$ cat src/logic/imu_consts.svh
// Field positions, opcodes and timing counts of the integer multiply unit.
// Assumes inclusion by bare name from the package and the design modules.
`ifndef IMU_CONSTS_SVH
`define IMU_CONSTS_SVH

`define IMU_DATA_W      32
`define IMU_IDX_W       5
`define IMU_OPC_W       6
`define IMU_IMM_W       16

// Instruction word fields
`define IMU_A_HI        31
`define IMU_A_LO        27
`define IMU_B_HI        26
`define IMU_B_LO        22
`define IMU_C_HI        21
`define IMU_C_LO        17
`define IMU_OPX_HI      16
`define IMU_OPX_LO      11
`define IMU_SH_HI       10
`define IMU_SH_LO       6
`define IMU_IMM_HI      21
`define IMU_IMM_LO      6
`define IMU_IMM_SIGN    15
`define IMU_OP_HI       5
`define IMU_OP_LO       0

// Primary opcodes
`define IMU_OPC_MULI    6'h24
`define IMU_OPC_RTYPE   6'h3A

// Extended opcodes of the register form
`define IMU_OPX_MUL     6'h27
`define IMU_OPX_MULXUU  6'h07
`define IMU_SH_ZERO     5'h00

// Cycles from an accepted instruction to its answer
`define IMU_LATENCY     2

`endif

$ cat src/logic/imu_pkg.sv
// Types shared by the integer multiply unit.
// Assumes imu_consts.svh sits on the include path.
`include "imu_consts.svh"

package imu_pkg;

  // Multiply operations the unit recognises
  typedef enum logic [1:0] {
    IMU_OP_NONE,
    IMU_OP_MUL,
    IMU_OP_MULI,
    IMU_OP_MULXUU
  } imu_op_t;

endpackage : imu_pkg

$ cat src/logic/imu_mult.sv
// Registered unsigned multiplier of the integer multiply unit.
// Assumes operands are stable in the cycle that start is high.
`include "imu_consts.svh"

module imu_mult #(
  parameter int WIDTH = `IMU_DATA_W
) (
  input  wire logic                 core_clk,
  input  wire logic                 rst,
  input  wire logic                 start,
  input  wire logic [WIDTH-1:0]     op_a,
  input  wire logic [WIDTH-1:0]     op_b,
  output logic      [2*WIDTH-1:0]   prod_r,
  output logic                      done_r
);
  import imu_pkg::*;

  logic [2*WIDTH-1:0] prod_nxt;
  logic               done_nxt;

  // Full unsigned product; low half is sign-agnostic, so one array serves both
  always_comb begin
    prod_nxt = prod_r;
    done_nxt = start;
    if (start) begin
      prod_nxt = (2*WIDTH)'(op_a) * (2*WIDTH)'(op_b);
    end
  end

  // Product register
  always_ff @(posedge core_clk or posedge rst) begin
    if (rst) begin
      prod_r <= '0;
      done_r <= 1'b0;
    end else begin
      prod_r <= prod_nxt;
      done_r <= done_nxt;
    end
  end

endmodule : imu_mult

$ cat src/logic/imu_top.sv
// Integer multiply unit: decodes and executes the register-form and
// immediate-form multiplies, plus the unsigned extended upper-half multiply.
// Assumes the register file presents the values of fields A and B in the
// same cycle as instr_valid, and writes back on res_we_r.
`include "imu_consts.svh"

module imu_top #(
  parameter bit               HAS_MUL    = 1'b1,
  parameter bit               HAS_MULI   = 1'b1,
  parameter bit               HAS_MULXUU = 1'b1,
  parameter logic [5:0]       OPX_MUL    = `IMU_OPX_MUL,
  parameter logic [5:0]       OPX_MULXUU = `IMU_OPX_MULXUU
) (
  input  wire logic                       core_clk,
  input  wire logic                       rst,
  input  wire logic                       instr_valid,
  input  wire logic [`IMU_DATA_W-1:0]     instr_word,
  input  wire logic [`IMU_DATA_W-1:0]     source_reg_a,
  input  wire logic [`IMU_DATA_W-1:0]     source_or_dest_reg_b,
  output logic                            res_valid_r,
  output logic                            res_we_r,
  output logic      [`IMU_IDX_W-1:0]      res_dest_r,
  output logic      [`IMU_DATA_W-1:0]     res_data_r,
  output imu_pkg::imu_op_t                res_op_r,
  output logic                            unimpl_exc_r
);
  import imu_pkg::*;

  // Classify an instruction word; also used by the checks below
  function automatic imu_op_t decode_op(input logic [`IMU_DATA_W-1:0] w);
    logic [`IMU_OPC_W-1:0] opc;
    logic [`IMU_OPC_W-1:0] opx;
    logic [`IMU_IDX_W-1:0] sh;
    opc = w[`IMU_OP_HI:`IMU_OP_LO];
    opx = w[`IMU_OPX_HI:`IMU_OPX_LO];
    sh  = w[`IMU_SH_HI:`IMU_SH_LO];
    decode_op = IMU_OP_NONE;
    if (opc == `IMU_OPC_MULI) begin
      decode_op = IMU_OP_MULI;
    end else if (opc == `IMU_OPC_RTYPE && sh == `IMU_SH_ZERO) begin
      if (opx == OPX_MUL) begin
        decode_op = IMU_OP_MUL;
      end else if (opx == OPX_MULXUU) begin
        decode_op = IMU_OP_MULXUU;
      end
    end
  endfunction : decode_op

  // Sign-extend the immediate field of an I-type word
  function automatic logic [`IMU_DATA_W-1:0] sext_imm(input logic [`IMU_DATA_W-1:0] w);
    logic [`IMU_IMM_W-1:0] imm;
    imm = w[`IMU_IMM_HI:`IMU_IMM_LO];
    sext_imm = {{(`IMU_DATA_W-`IMU_IMM_W){imm[`IMU_IMM_SIGN]}}, imm};
  endfunction : sext_imm

  // Is the hardware for this operation built?
  function automatic logic op_built(input imu_op_t op);
    case (op)
      IMU_OP_MUL:    op_built = HAS_MUL;
      IMU_OP_MULI:   op_built = HAS_MULI;
      IMU_OP_MULXUU: op_built = HAS_MULXUU;
      default:       op_built = 1'b0;
    endcase
  endfunction : op_built

  // Decode stage signals
  imu_op_t                 dec_op;
  logic                    dec_hit;
  logic                    dec_trap;
  logic [`IMU_IDX_W-1:0]   dec_dest;
  logic [`IMU_DATA_W-1:0]  mul_b;
  logic                    mul_start;

  // Operand and destination selection for the decoded instruction
  always_comb begin
    dec_op    = decode_op(instr_word);
    dec_hit   = instr_valid && (dec_op != IMU_OP_NONE);
    dec_trap  = dec_hit && !op_built(dec_op);
    mul_start = dec_hit && !dec_trap; // Trapped words leave the array idle
    if (dec_op == IMU_OP_MULI) begin
      mul_b    = sext_imm(instr_word);
      dec_dest = instr_word[`IMU_B_HI:`IMU_B_LO];
    end else begin
      mul_b    = source_or_dest_reg_b;
      dec_dest = instr_word[`IMU_C_HI:`IMU_C_LO];
    end
  end

  // Multiplier array, one registered stage
  logic [2*`IMU_DATA_W-1:0] prod_r;
  logic                     prod_done_r;

  imu_mult #(
    .WIDTH (`IMU_DATA_W)
  ) u_mult (
    .core_clk (core_clk),
    .rst      (rst),
    .start    (mul_start),
    .op_a     (source_reg_a),
    .op_b     (mul_b),
    .prod_r   (prod_r),
    .done_r   (prod_done_r)
  );

  // Stage-one bookkeeping travelling beside the product
  imu_op_t                s1_op_r,    s1_op_nxt;
  logic                   s1_valid_r, s1_valid_nxt;
  logic                   s1_trap_r,  s1_trap_nxt;
  logic [`IMU_IDX_W-1:0]  s1_dest_r,  s1_dest_nxt;

  always_comb begin
    s1_valid_nxt = dec_hit;
    s1_trap_nxt  = dec_trap;
    s1_op_nxt    = dec_hit ? dec_op : IMU_OP_NONE;
    s1_dest_nxt  = dec_hit ? dec_dest : s1_dest_r;
  end

  always_ff @(posedge core_clk or posedge rst) begin
    if (rst) begin
      s1_valid_r <= 1'b0;
      s1_trap_r  <= 1'b0;
      s1_op_r    <= IMU_OP_NONE;
      s1_dest_r  <= '0;
    end else begin
      s1_valid_r <= s1_valid_nxt;
      s1_trap_r  <= s1_trap_nxt;
      s1_op_r    <= s1_op_nxt;
      s1_dest_r  <= s1_dest_nxt;
    end
  end

  // Result stage next values
  logic                    res_valid_nxt;
  logic                    res_we_nxt;
  logic [`IMU_IDX_W-1:0]   res_dest_nxt;
  logic [`IMU_DATA_W-1:0]  res_data_nxt;
  imu_op_t                 res_op_nxt;
  logic                    unimpl_exc_nxt;

  // Pick the half of the product; a trap never asserts the write strobe
  always_comb begin
    res_valid_nxt  = s1_valid_r;
    res_we_nxt     = s1_valid_r && !s1_trap_r && prod_done_r;
    unimpl_exc_nxt = s1_valid_r && s1_trap_r;
    res_op_nxt     = s1_op_r;
    res_dest_nxt   = s1_valid_r ? s1_dest_r : res_dest_r;
    res_data_nxt   = res_data_r; // Held, so a trap leaves the last written result in place
    if (res_we_nxt) begin
      if (s1_op_r == IMU_OP_MULXUU) begin
        res_data_nxt = prod_r[2*`IMU_DATA_W-1:`IMU_DATA_W];
      end else begin
        res_data_nxt = prod_r[`IMU_DATA_W-1:0];
      end
    end
  end

  always_ff @(posedge core_clk or posedge rst) begin
    if (rst) begin
      res_valid_r  <= 1'b0;
      res_we_r     <= 1'b0;
      res_dest_r   <= '0;
      res_data_r   <= '0;
      res_op_r     <= IMU_OP_NONE;
      unimpl_exc_r <= 1'b0;
    end else begin
      res_valid_r  <= res_valid_nxt;
      res_we_r     <= res_we_nxt;
      res_dest_r   <= res_dest_nxt;
      res_data_r   <= res_data_nxt;
      res_op_r     <= res_op_nxt;
      unimpl_exc_r <= unimpl_exc_nxt;
    end
  end

  // Reference values for the checks, computed independently of the array
  logic [2*`IMU_DATA_W-1:0] chk_uu;
  logic [2*`IMU_DATA_W-1:0] chk_ss;
  logic [2*`IMU_DATA_W-1:0] chk_imm;
  logic                     chk_mul;
  logic                     chk_muli;
  logic                     chk_xuu;

  always_comb begin
    chk_uu   = (2*`IMU_DATA_W)'(source_reg_a) * (2*`IMU_DATA_W)'(source_or_dest_reg_b);
    chk_ss   = (2*`IMU_DATA_W)'($signed(source_reg_a) * $signed(source_or_dest_reg_b));
    chk_imm  = (2*`IMU_DATA_W)'($signed(source_reg_a) *
               $signed({{(`IMU_DATA_W-`IMU_IMM_W){instr_word[`IMU_IMM_HI]}},
                        instr_word[`IMU_IMM_HI:`IMU_IMM_LO]}));
    chk_mul  = instr_valid && decode_op(instr_word) == IMU_OP_MUL;
    chk_muli = instr_valid && decode_op(instr_word) == IMU_OP_MULI;
    chk_xuu  = instr_valid && decode_op(instr_word) == IMU_OP_MULXUU;
  end

  a_mul_low_half: assert property (
    @(posedge core_clk) disable iff (rst)
    (chk_mul && HAS_MUL) |-> ##2
      (res_we_r && res_data_r == $past(chk_uu[`IMU_DATA_W-1:0], 2)))
    else $error("register multiply low half wrong");

  a_mul_sign_free: assert property (
    @(posedge core_clk) disable iff (rst)
    (chk_mul && HAS_MUL) |-> ##2 (res_data_r == $past(chk_ss[`IMU_DATA_W-1:0], 2)))
    else $error("register multiply differs from signed product");

  a_mul_trap: assert property (
    @(posedge core_clk) disable iff (rst)
    (chk_mul && !HAS_MUL) |-> ##2 (unimpl_exc_r && res_valid_r))
    else $error("missing multiply did not trap");

  a_muli_product: assert property (
    @(posedge core_clk) disable iff (rst)
    (chk_muli && HAS_MULI) |-> ##2
      (res_we_r && res_data_r == $past(chk_imm[`IMU_DATA_W-1:0], 2)))
    else $error("immediate multiply used wrong extension");

  a_muli_dest: assert property (
    @(posedge core_clk) disable iff (rst)
    (chk_muli && HAS_MULI) |-> ##2
      (res_dest_r == $past(instr_word[`IMU_B_HI:`IMU_B_LO], 2) && res_op_r == IMU_OP_MULI))
    else $error("immediate multiply wrote wrong register");

  a_muli_unsigned: assert property (
    @(posedge core_clk) disable iff (rst)
    (chk_muli && HAS_MULI) |-> ##2 (res_data_r == $past(source_reg_a, 2) *
      $past({{(`IMU_DATA_W-`IMU_IMM_W){instr_word[`IMU_IMM_HI]}},
             instr_word[`IMU_IMM_HI:`IMU_IMM_LO]}, 2)))
    else $error("immediate multiply depends on signedness");

  a_muli_trap: assert property (
    @(posedge core_clk) disable iff (rst)
    (chk_muli && !HAS_MULI) |-> ##1 !res_we_r ##1 (unimpl_exc_r && !res_we_r))
    else $error("missing immediate multiply did not trap");

  a_opcode_seen: assert property (
    @(posedge core_clk) disable iff (rst)
    $rose(res_valid_r) |-> ($past(instr_word[`IMU_OP_HI:`IMU_OP_LO], 2) == `IMU_OPC_MULI ||
                            $past(instr_word[`IMU_OP_HI:`IMU_OP_LO], 2) == `IMU_OPC_RTYPE))
    else $error("answer without a multiply opcode");

  a_rtype_dest: assert property (
    @(posedge core_clk) disable iff (rst)
    (chk_mul || chk_xuu) |-> ##2 (res_dest_r == $past(instr_word[`IMU_C_HI:`IMU_C_LO], 2)))
    else $error("register form wrote wrong register");

  a_carry_flag: assert property (
    @(posedge core_clk) disable iff (rst)
    (chk_xuu && HAS_MULXUU) |-> ##2
      (res_we_r && ((res_data_r != '0) == $past(chk_uu[2*`IMU_DATA_W-1:`IMU_DATA_W] != '0, 2))))
    else $error("upper half does not flag carry");

  a_trap_no_write: assert property (
    @(posedge core_clk) disable iff (rst)
    unimpl_exc_r |-> (!res_we_r && res_valid_r && $stable(res_data_r)))
    else $error("trapped multiply wrote a result");

endmodule : imu_top

$ cat config.mk
export PLATFORM = sky130hd
export DESIGN_NAME = imu_top
export DESIGN_NICKNAME = d
export VERILOG_FILES = /design/src/logic/imu_pkg.sv /design/src/logic/imu_mult.sv /design/src/logic/imu_top.sv
export VERILOG_INCLUDE_DIRS = /design/src /design/src/logic
export SDC_FILE = /design/constraint.sdc
export NUM_CORES = 2
export LEC_CHECK = 0
export ABC_AREA = 1
export BUFFER_PORTS_ARGS = -buffer_cell sky130_fd_sc_hd__buf_4
export CORE_MARGIN = 2
export CORE_UTILIZATION = 60
export CTS_CLUSTER_DIAMETER = 40
export CTS_CLUSTER_SIZE = 8
export DETAILED_ROUTE_END_ITERATION = 8
export PLACE_DENSITY = 0.93
export SYNTH_ARGS = -nofsm -noshare
export SYNTH_HDL_FRONTEND = slang
export SYNTH_SLANG_ARGS = --single-unit
$ cat constraint.sdc
create_clock -name core_clk -period 2.9 [get_ports core_clk]
set_input_delay 0 -clock core_clk [delete_from_list [all_inputs] [get_ports core_clk]]
set_output_delay 0 -clock core_clk [all_outputs]
set_load 0.02 [all_outputs]
==> impl_metrics.toml, run 1 <==
[run_status]
last_flow_stage_reached = "global routing (5_1_grt)"
status = "did not finish"
error_line = "[ERROR GRT-0232] Routing congestion too high. Check the congestion heatmap in the GUI."

[clocking]
clock_path_buffers = 2
cts-buffers-inserted = 17
cts_htree_levels = 4
buffer_cell_driving_the_clock_tree_root = "clkbuf_16"
numClockSinks = 116

[floorplanning]
std_cell_rows = 93
fp.dieW_um = 258
die_h_um = 258
start_util_pct = 60.4
design.portCount = 141

[placed_design]
gp_routability_congestion = 1.06
place.port_buffers = 135
hpwlAfterDp_um = 119000

[timing]
timing.grt.repair.worst_endpoint = "u_mult.prod_r[53]$_DFFE_PP0P_/D"
worstEpCategory = "sequential cell input"

[synthesis]
postSynthCellCount = 4919
synth_fp_nets = 6177
post_synth.cell_area_avg_um2 = 7.88
synth.yosys.warnings = 0
synth.top_cell.area_share_pct = 46.3
yosys_register_bits = 116
synthesis.area_um2 = 38700
synth-seq-area-share_pct = 7.49
synth.distinct_cells = 36
synth.area.top_cells = "fa_1, nand2_1, inv_1"
post_synthesis_cell_type_with_the_largest_combined_area = "fa_1"

[global_routing]
grt_remaining_overflow = 54
grt_use_total_pct = 75.4
grt_max_degree = 66
initial_antenna_violation_count = 27
-- layer usage --
metal	GRT usage, %	overflow
met1	73.0	6
met2	88.5	26
met3	69.7	3
met4	67.0	19
met5	54.7	0
-- per-stage QoR --
stage	instances	setup WS [ns]	cell area [um2]	setup TNS [ns]
after CTS	6298	-4.11	47200	-218.96
after detailed placement	6218	-4.81	44800	-261.75
after global placement	6218	-4.74	44800	-255.92
after floorplan	4919	-3.73	39300	-218.07
-- what timing repair did --
| item | CTS |
|---|---|
| setup buffers | 28 |
| resized for setup | 284 |
| setup endpoints to repair | 61 |
| hold endpoints to repair | 69 |
| pin swaps | 38 |
| hold buffers | 15 |
| gates cloned | 5 |
-- cells in the mapped netlist --
cell and number:
a21oi_1 53, a31oi_1 37, buf_1 4, buf_2 66, buf_4 3, buf_6 8
clkbuf_1 113, clkinv_1 18, conb_1 1, dfrtp_1 116, fa_1 896, ha_1 263
inv_1 1163, inv_2 21, mux2_2 1, nand2_1 1224, nand2_2 10, nand2_4 2
nand3_1 76, nand3_2 1, nand3b_1 9, nand4_1 7, nor2_1 685, nor3_1 14
nor3b_1 4, nor4_2 1, o21a_1 1, o21ai_0 34, o21ai_1 5, o21ai_2 12
o21ai_4 2, o21bai_1 8, or2_1 2, or2_2 34, xnor2_1 22, xor2_1 3
-- kinds of logic after synthesis --
group	after synthesis	share of synthesized area, %
and+or+nand+nor	2069	20.9
buffers and inverters	1396	13.9
adders and majority gates	1159	54.8
AOI/OAI and AO/OA	152	2.32
DFF	116	7.49
xor gates and xnor gates	25	0.565
other	1	0.00968
muxes	1	0.0291
==> run 2: changes to the inputs <==
--- a/config.mk
+++ b/config.mk
@@ -9,11 +9,9 @@
 export ABC_AREA = 1
 export BUFFER_PORTS_ARGS = -buffer_cell sky130_fd_sc_hd__buf_4
 export CORE_MARGIN = 2
-export CORE_UTILIZATION = 60
-export CTS_CLUSTER_DIAMETER = 40
-export CTS_CLUSTER_SIZE = 8
+export CORE_UTILIZATION = 40
 export DETAILED_ROUTE_END_ITERATION = 8
-export PLACE_DENSITY = 0.93
+export PLACE_DENSITY_LB_ADDON = 0.15
 export SYNTH_ARGS = -nofsm -noshare
 export SYNTH_HDL_FRONTEND = slang
 export SYNTH_SLANG_ARGS = --single-unit
==> constraint.sdc (replaced) <==
create_clock -name core_clk -period 3.8 [get_ports core_clk]
set_input_delay 0 -clock core_clk [delete_from_list [all_inputs] [get_ports core_clk]]
set_output_delay 0 -clock core_clk [all_outputs]
set_load 0.02 [all_outputs]
==> run 2 against run 1 <==
  * The flow now finishes, with violations (negative setup slack)
  * Synthesized cell count did not move
  * Synthesized area is the same
==> impl_metrics.toml, run 2 <==
[run_status]
status = "complete, but fails checks"
violations = "negative setup slack"

[layout]
share_of_post_route_cells_with_drive_strength_above_1_pct = 21.7
mostFrequentLayoutCells = "nand2_1, inv_1, fa_1"
max_flop_register = "u_mult.prod_r"
layout-area-overhead-vs-synth_pct = 24.9
design.final.nets = 6703
num_antenna_cells = 0
most_common_cell_after_layout_fill_and_taps_aside = "nand2_1"
reg_top3 = "u_mult.prod_r x64, res_data_r x32"
largest_register_ffs = 64

[global_routing]
grt_remaining_overflow = 0
grt_pass1_vias = 35500
initial_antenna_violation_count = 2
grt_first_pass_wirelength_um = 218000
grt_max_degree = 64
grt_use_total_pct = 29.4

[timing]
period_share_pct = 184
setup_viol = 59
final_period_minus_worst_setup_slack_ns = 6.99
timing.final.hold_violations = 0
worstMarginPinSlew_ns = 0.971
slew_viol_final = 0
skew_ns = 0.0158
rsz0062_at_grt = "true"
maxSlewHeadroom_pct = 35.2
final.setup.worst_slack_ns = -3.19
max_clk_rate_ghz = 0.143

[setup_path]
path_delay_family = "adder cells"
worst-path-buf-inv = 12
critical_path_depth = 34
critical_path.startpoint_type = "input port"
critPathCaptureType = "flop"
timing.critical_path.arrival_ns = 7.29
worst-path-max-fanout = 6
longest_individual_stage_delay_on_the_worst_path_ns = 0.62
worstSetupPathType = "in -> reg"
timing.critical_path.slowest_stage_cell = "fa_2"
crit_path_top_cell_by_count = "fa_1"
worstRegToRegCells = 5
timing.critical_path.required_ns = 4.10

[floorplanning]
floorplan.core_area_um2 = 96300
design.portCount = 141
std_cell_rows = 114
die_h_um = 315
die_area_um2 = 99400
fp.dieW_um = 315
start_util_pct = 40.2

[synthesis]
post_synth.cell_area_avg_um2 = 7.88
async_flop_share_pct = 100
synth_fp_nets = 6177
synth_top_family_by_area = "adder cells"
synthXorXnorAreaFrac_pct = 0.565
synth_adder_area_share_pct = 54.8
synth.mux.area_fraction_pct = 0.0291
synth-main-ff-cell = "dfrtp_1"
yosys_register_bits = 116
synth-seq-area-share_pct = 7.49
synth.yosys.warnings = 0
yosys.cell_count.top_type = "nand2_1"
synth.area.top_cells = "fa_1, nand2_1, inv_1"
post_synthesis_cell_type_with_the_largest_combined_area = "fa_1"
synth-compound-area-share_pct = 2.32
synth-simple-area-share_pct = 20.9
synth_enable_flop_cells = 0
synth_top_cells_by_count = "nand2_1, inv_1, fa_1, nor2_1, ha_1"
synth.distinct_cells = 36
synthesis.area_um2 = 38700
postSynthCellCount = 4919
synth.top_cell.area_share_pct = 46.3

[routing]
dr_iter_0_viols = 2563
via_count = 33300
drc_errors = 0
vias_per_cell = 4.94
route.detailed.wl_per_inst_um = 20.8
postRouteAntennaNets = 0
wirelength_um = 140000
first_pass_iters = 5

[clocking]
cts-buffers-inserted = 17
clock_latency_at_the_later_pin_of_the_worst_skew_pair_ns = 0.43
clkTransAtPathRegs_ns = 0.07
numClockSinks = 116
cts_tree = "done"
buffer_cell_driving_the_clock_tree_root = "clkbuf_16"
clock_path_buffers = 2
cts_htree_levels = 4

[placed_design]
gp_routability_congestion = 0.967
preCtsSetupSlack_ns = -3.88
place.port_buffers = 135
hpwlAfterDp_um = 124000

[hold_path]
worst_hold_path.num_cells = 4
worstHoldPathType = "in -> reg"

[job]
drv.max_cap_violation_count = 0
## run 2: worst reg2reg max path, stage by stage (launching register included)
cell and delay (ns):
dfrtp_1 0.62, nand2_1 0.17, nor2_4 0.76, buf_4 0.37, nor2_1 0.06, a31oi_1 0.16
## run 2: per-stage QoR
stage	setup TNS, ns	instances	hold slack, ns	cell area (um2)	utilization (%)
6_report	-163.29	6734	0.0343	48400	50.3
5_1_grt	-177.83	6734	0.0534	48400	50.3
4_1_cts	-164.25	6723	0.0197	47600	49.5
3_5_place_dp	-202.82	6663	0.215	45700	47.4
3_3_place_gp	-202.06	6663	0.216	45700	47.4
2_1_floorplan	-144.18	4919	0.0867	39300	-
## run 2: layout make-up
class / instances / area, um2
Clock buffer: 17 / 425
Sequential cell: 116 / 2900
Multi-Input combinational cell: 3407 / 32400
Tap cell: 1276 / 1600
Clock inverter: 15 / 155
Timing Repair Buffer: 701 / 6340
Fill cell: 9526 / 47900
Inverter: 1202 / 4550
## run 2: logic make-up after synthesis
kind of cell,after synthesis
compound gates,152
xor+xnor,25
fa+ha+maj,1159
buf+inv,1396
flops,116
mux,1
other cells,1
simple gates,2069
## run 2: metal layers
layer / track usage, % / up-vias / wire length [um]
met4: 5.92 / 2 / 3730
met2: 48.7 / 1074 / 65600
met5: 0 / - / 13
met3: 4.23 / 176 / 9910
met1: 41.2 / 16900 / 60900
li1: - / 15100 / -
## run 2: worst paths after layout
check,slack [ns],start,to
max reg2reg,1.58,res_valid_nxt,res_data_r[21]
min,0.03,instr_word[10],res_valid_nxt
min reg2reg,0.38,res_op_nxt[0],res_op_r[0]
max in group asynchronous,2.57,rst,u_mult.prod_r[46]
min in group asynchronous,0.31,rst,res_data_r[3]
max,-3.19,instr_word[3],u_mult.prod_r[29]
## run 2: what timing repair did
action,in CTS,in global routing
hold buffers,16,0
endpoints found under the hold margin,69,0
setup buffers,12,9
endpoints found under the setup margin,60,60
cloned,0,2
pin swaps,37,57
resized for setup,238,193
Power of run 2 is not shown: default switching activity piles up to over one toggle a cycle in this logic, so the estimate is an artifact.
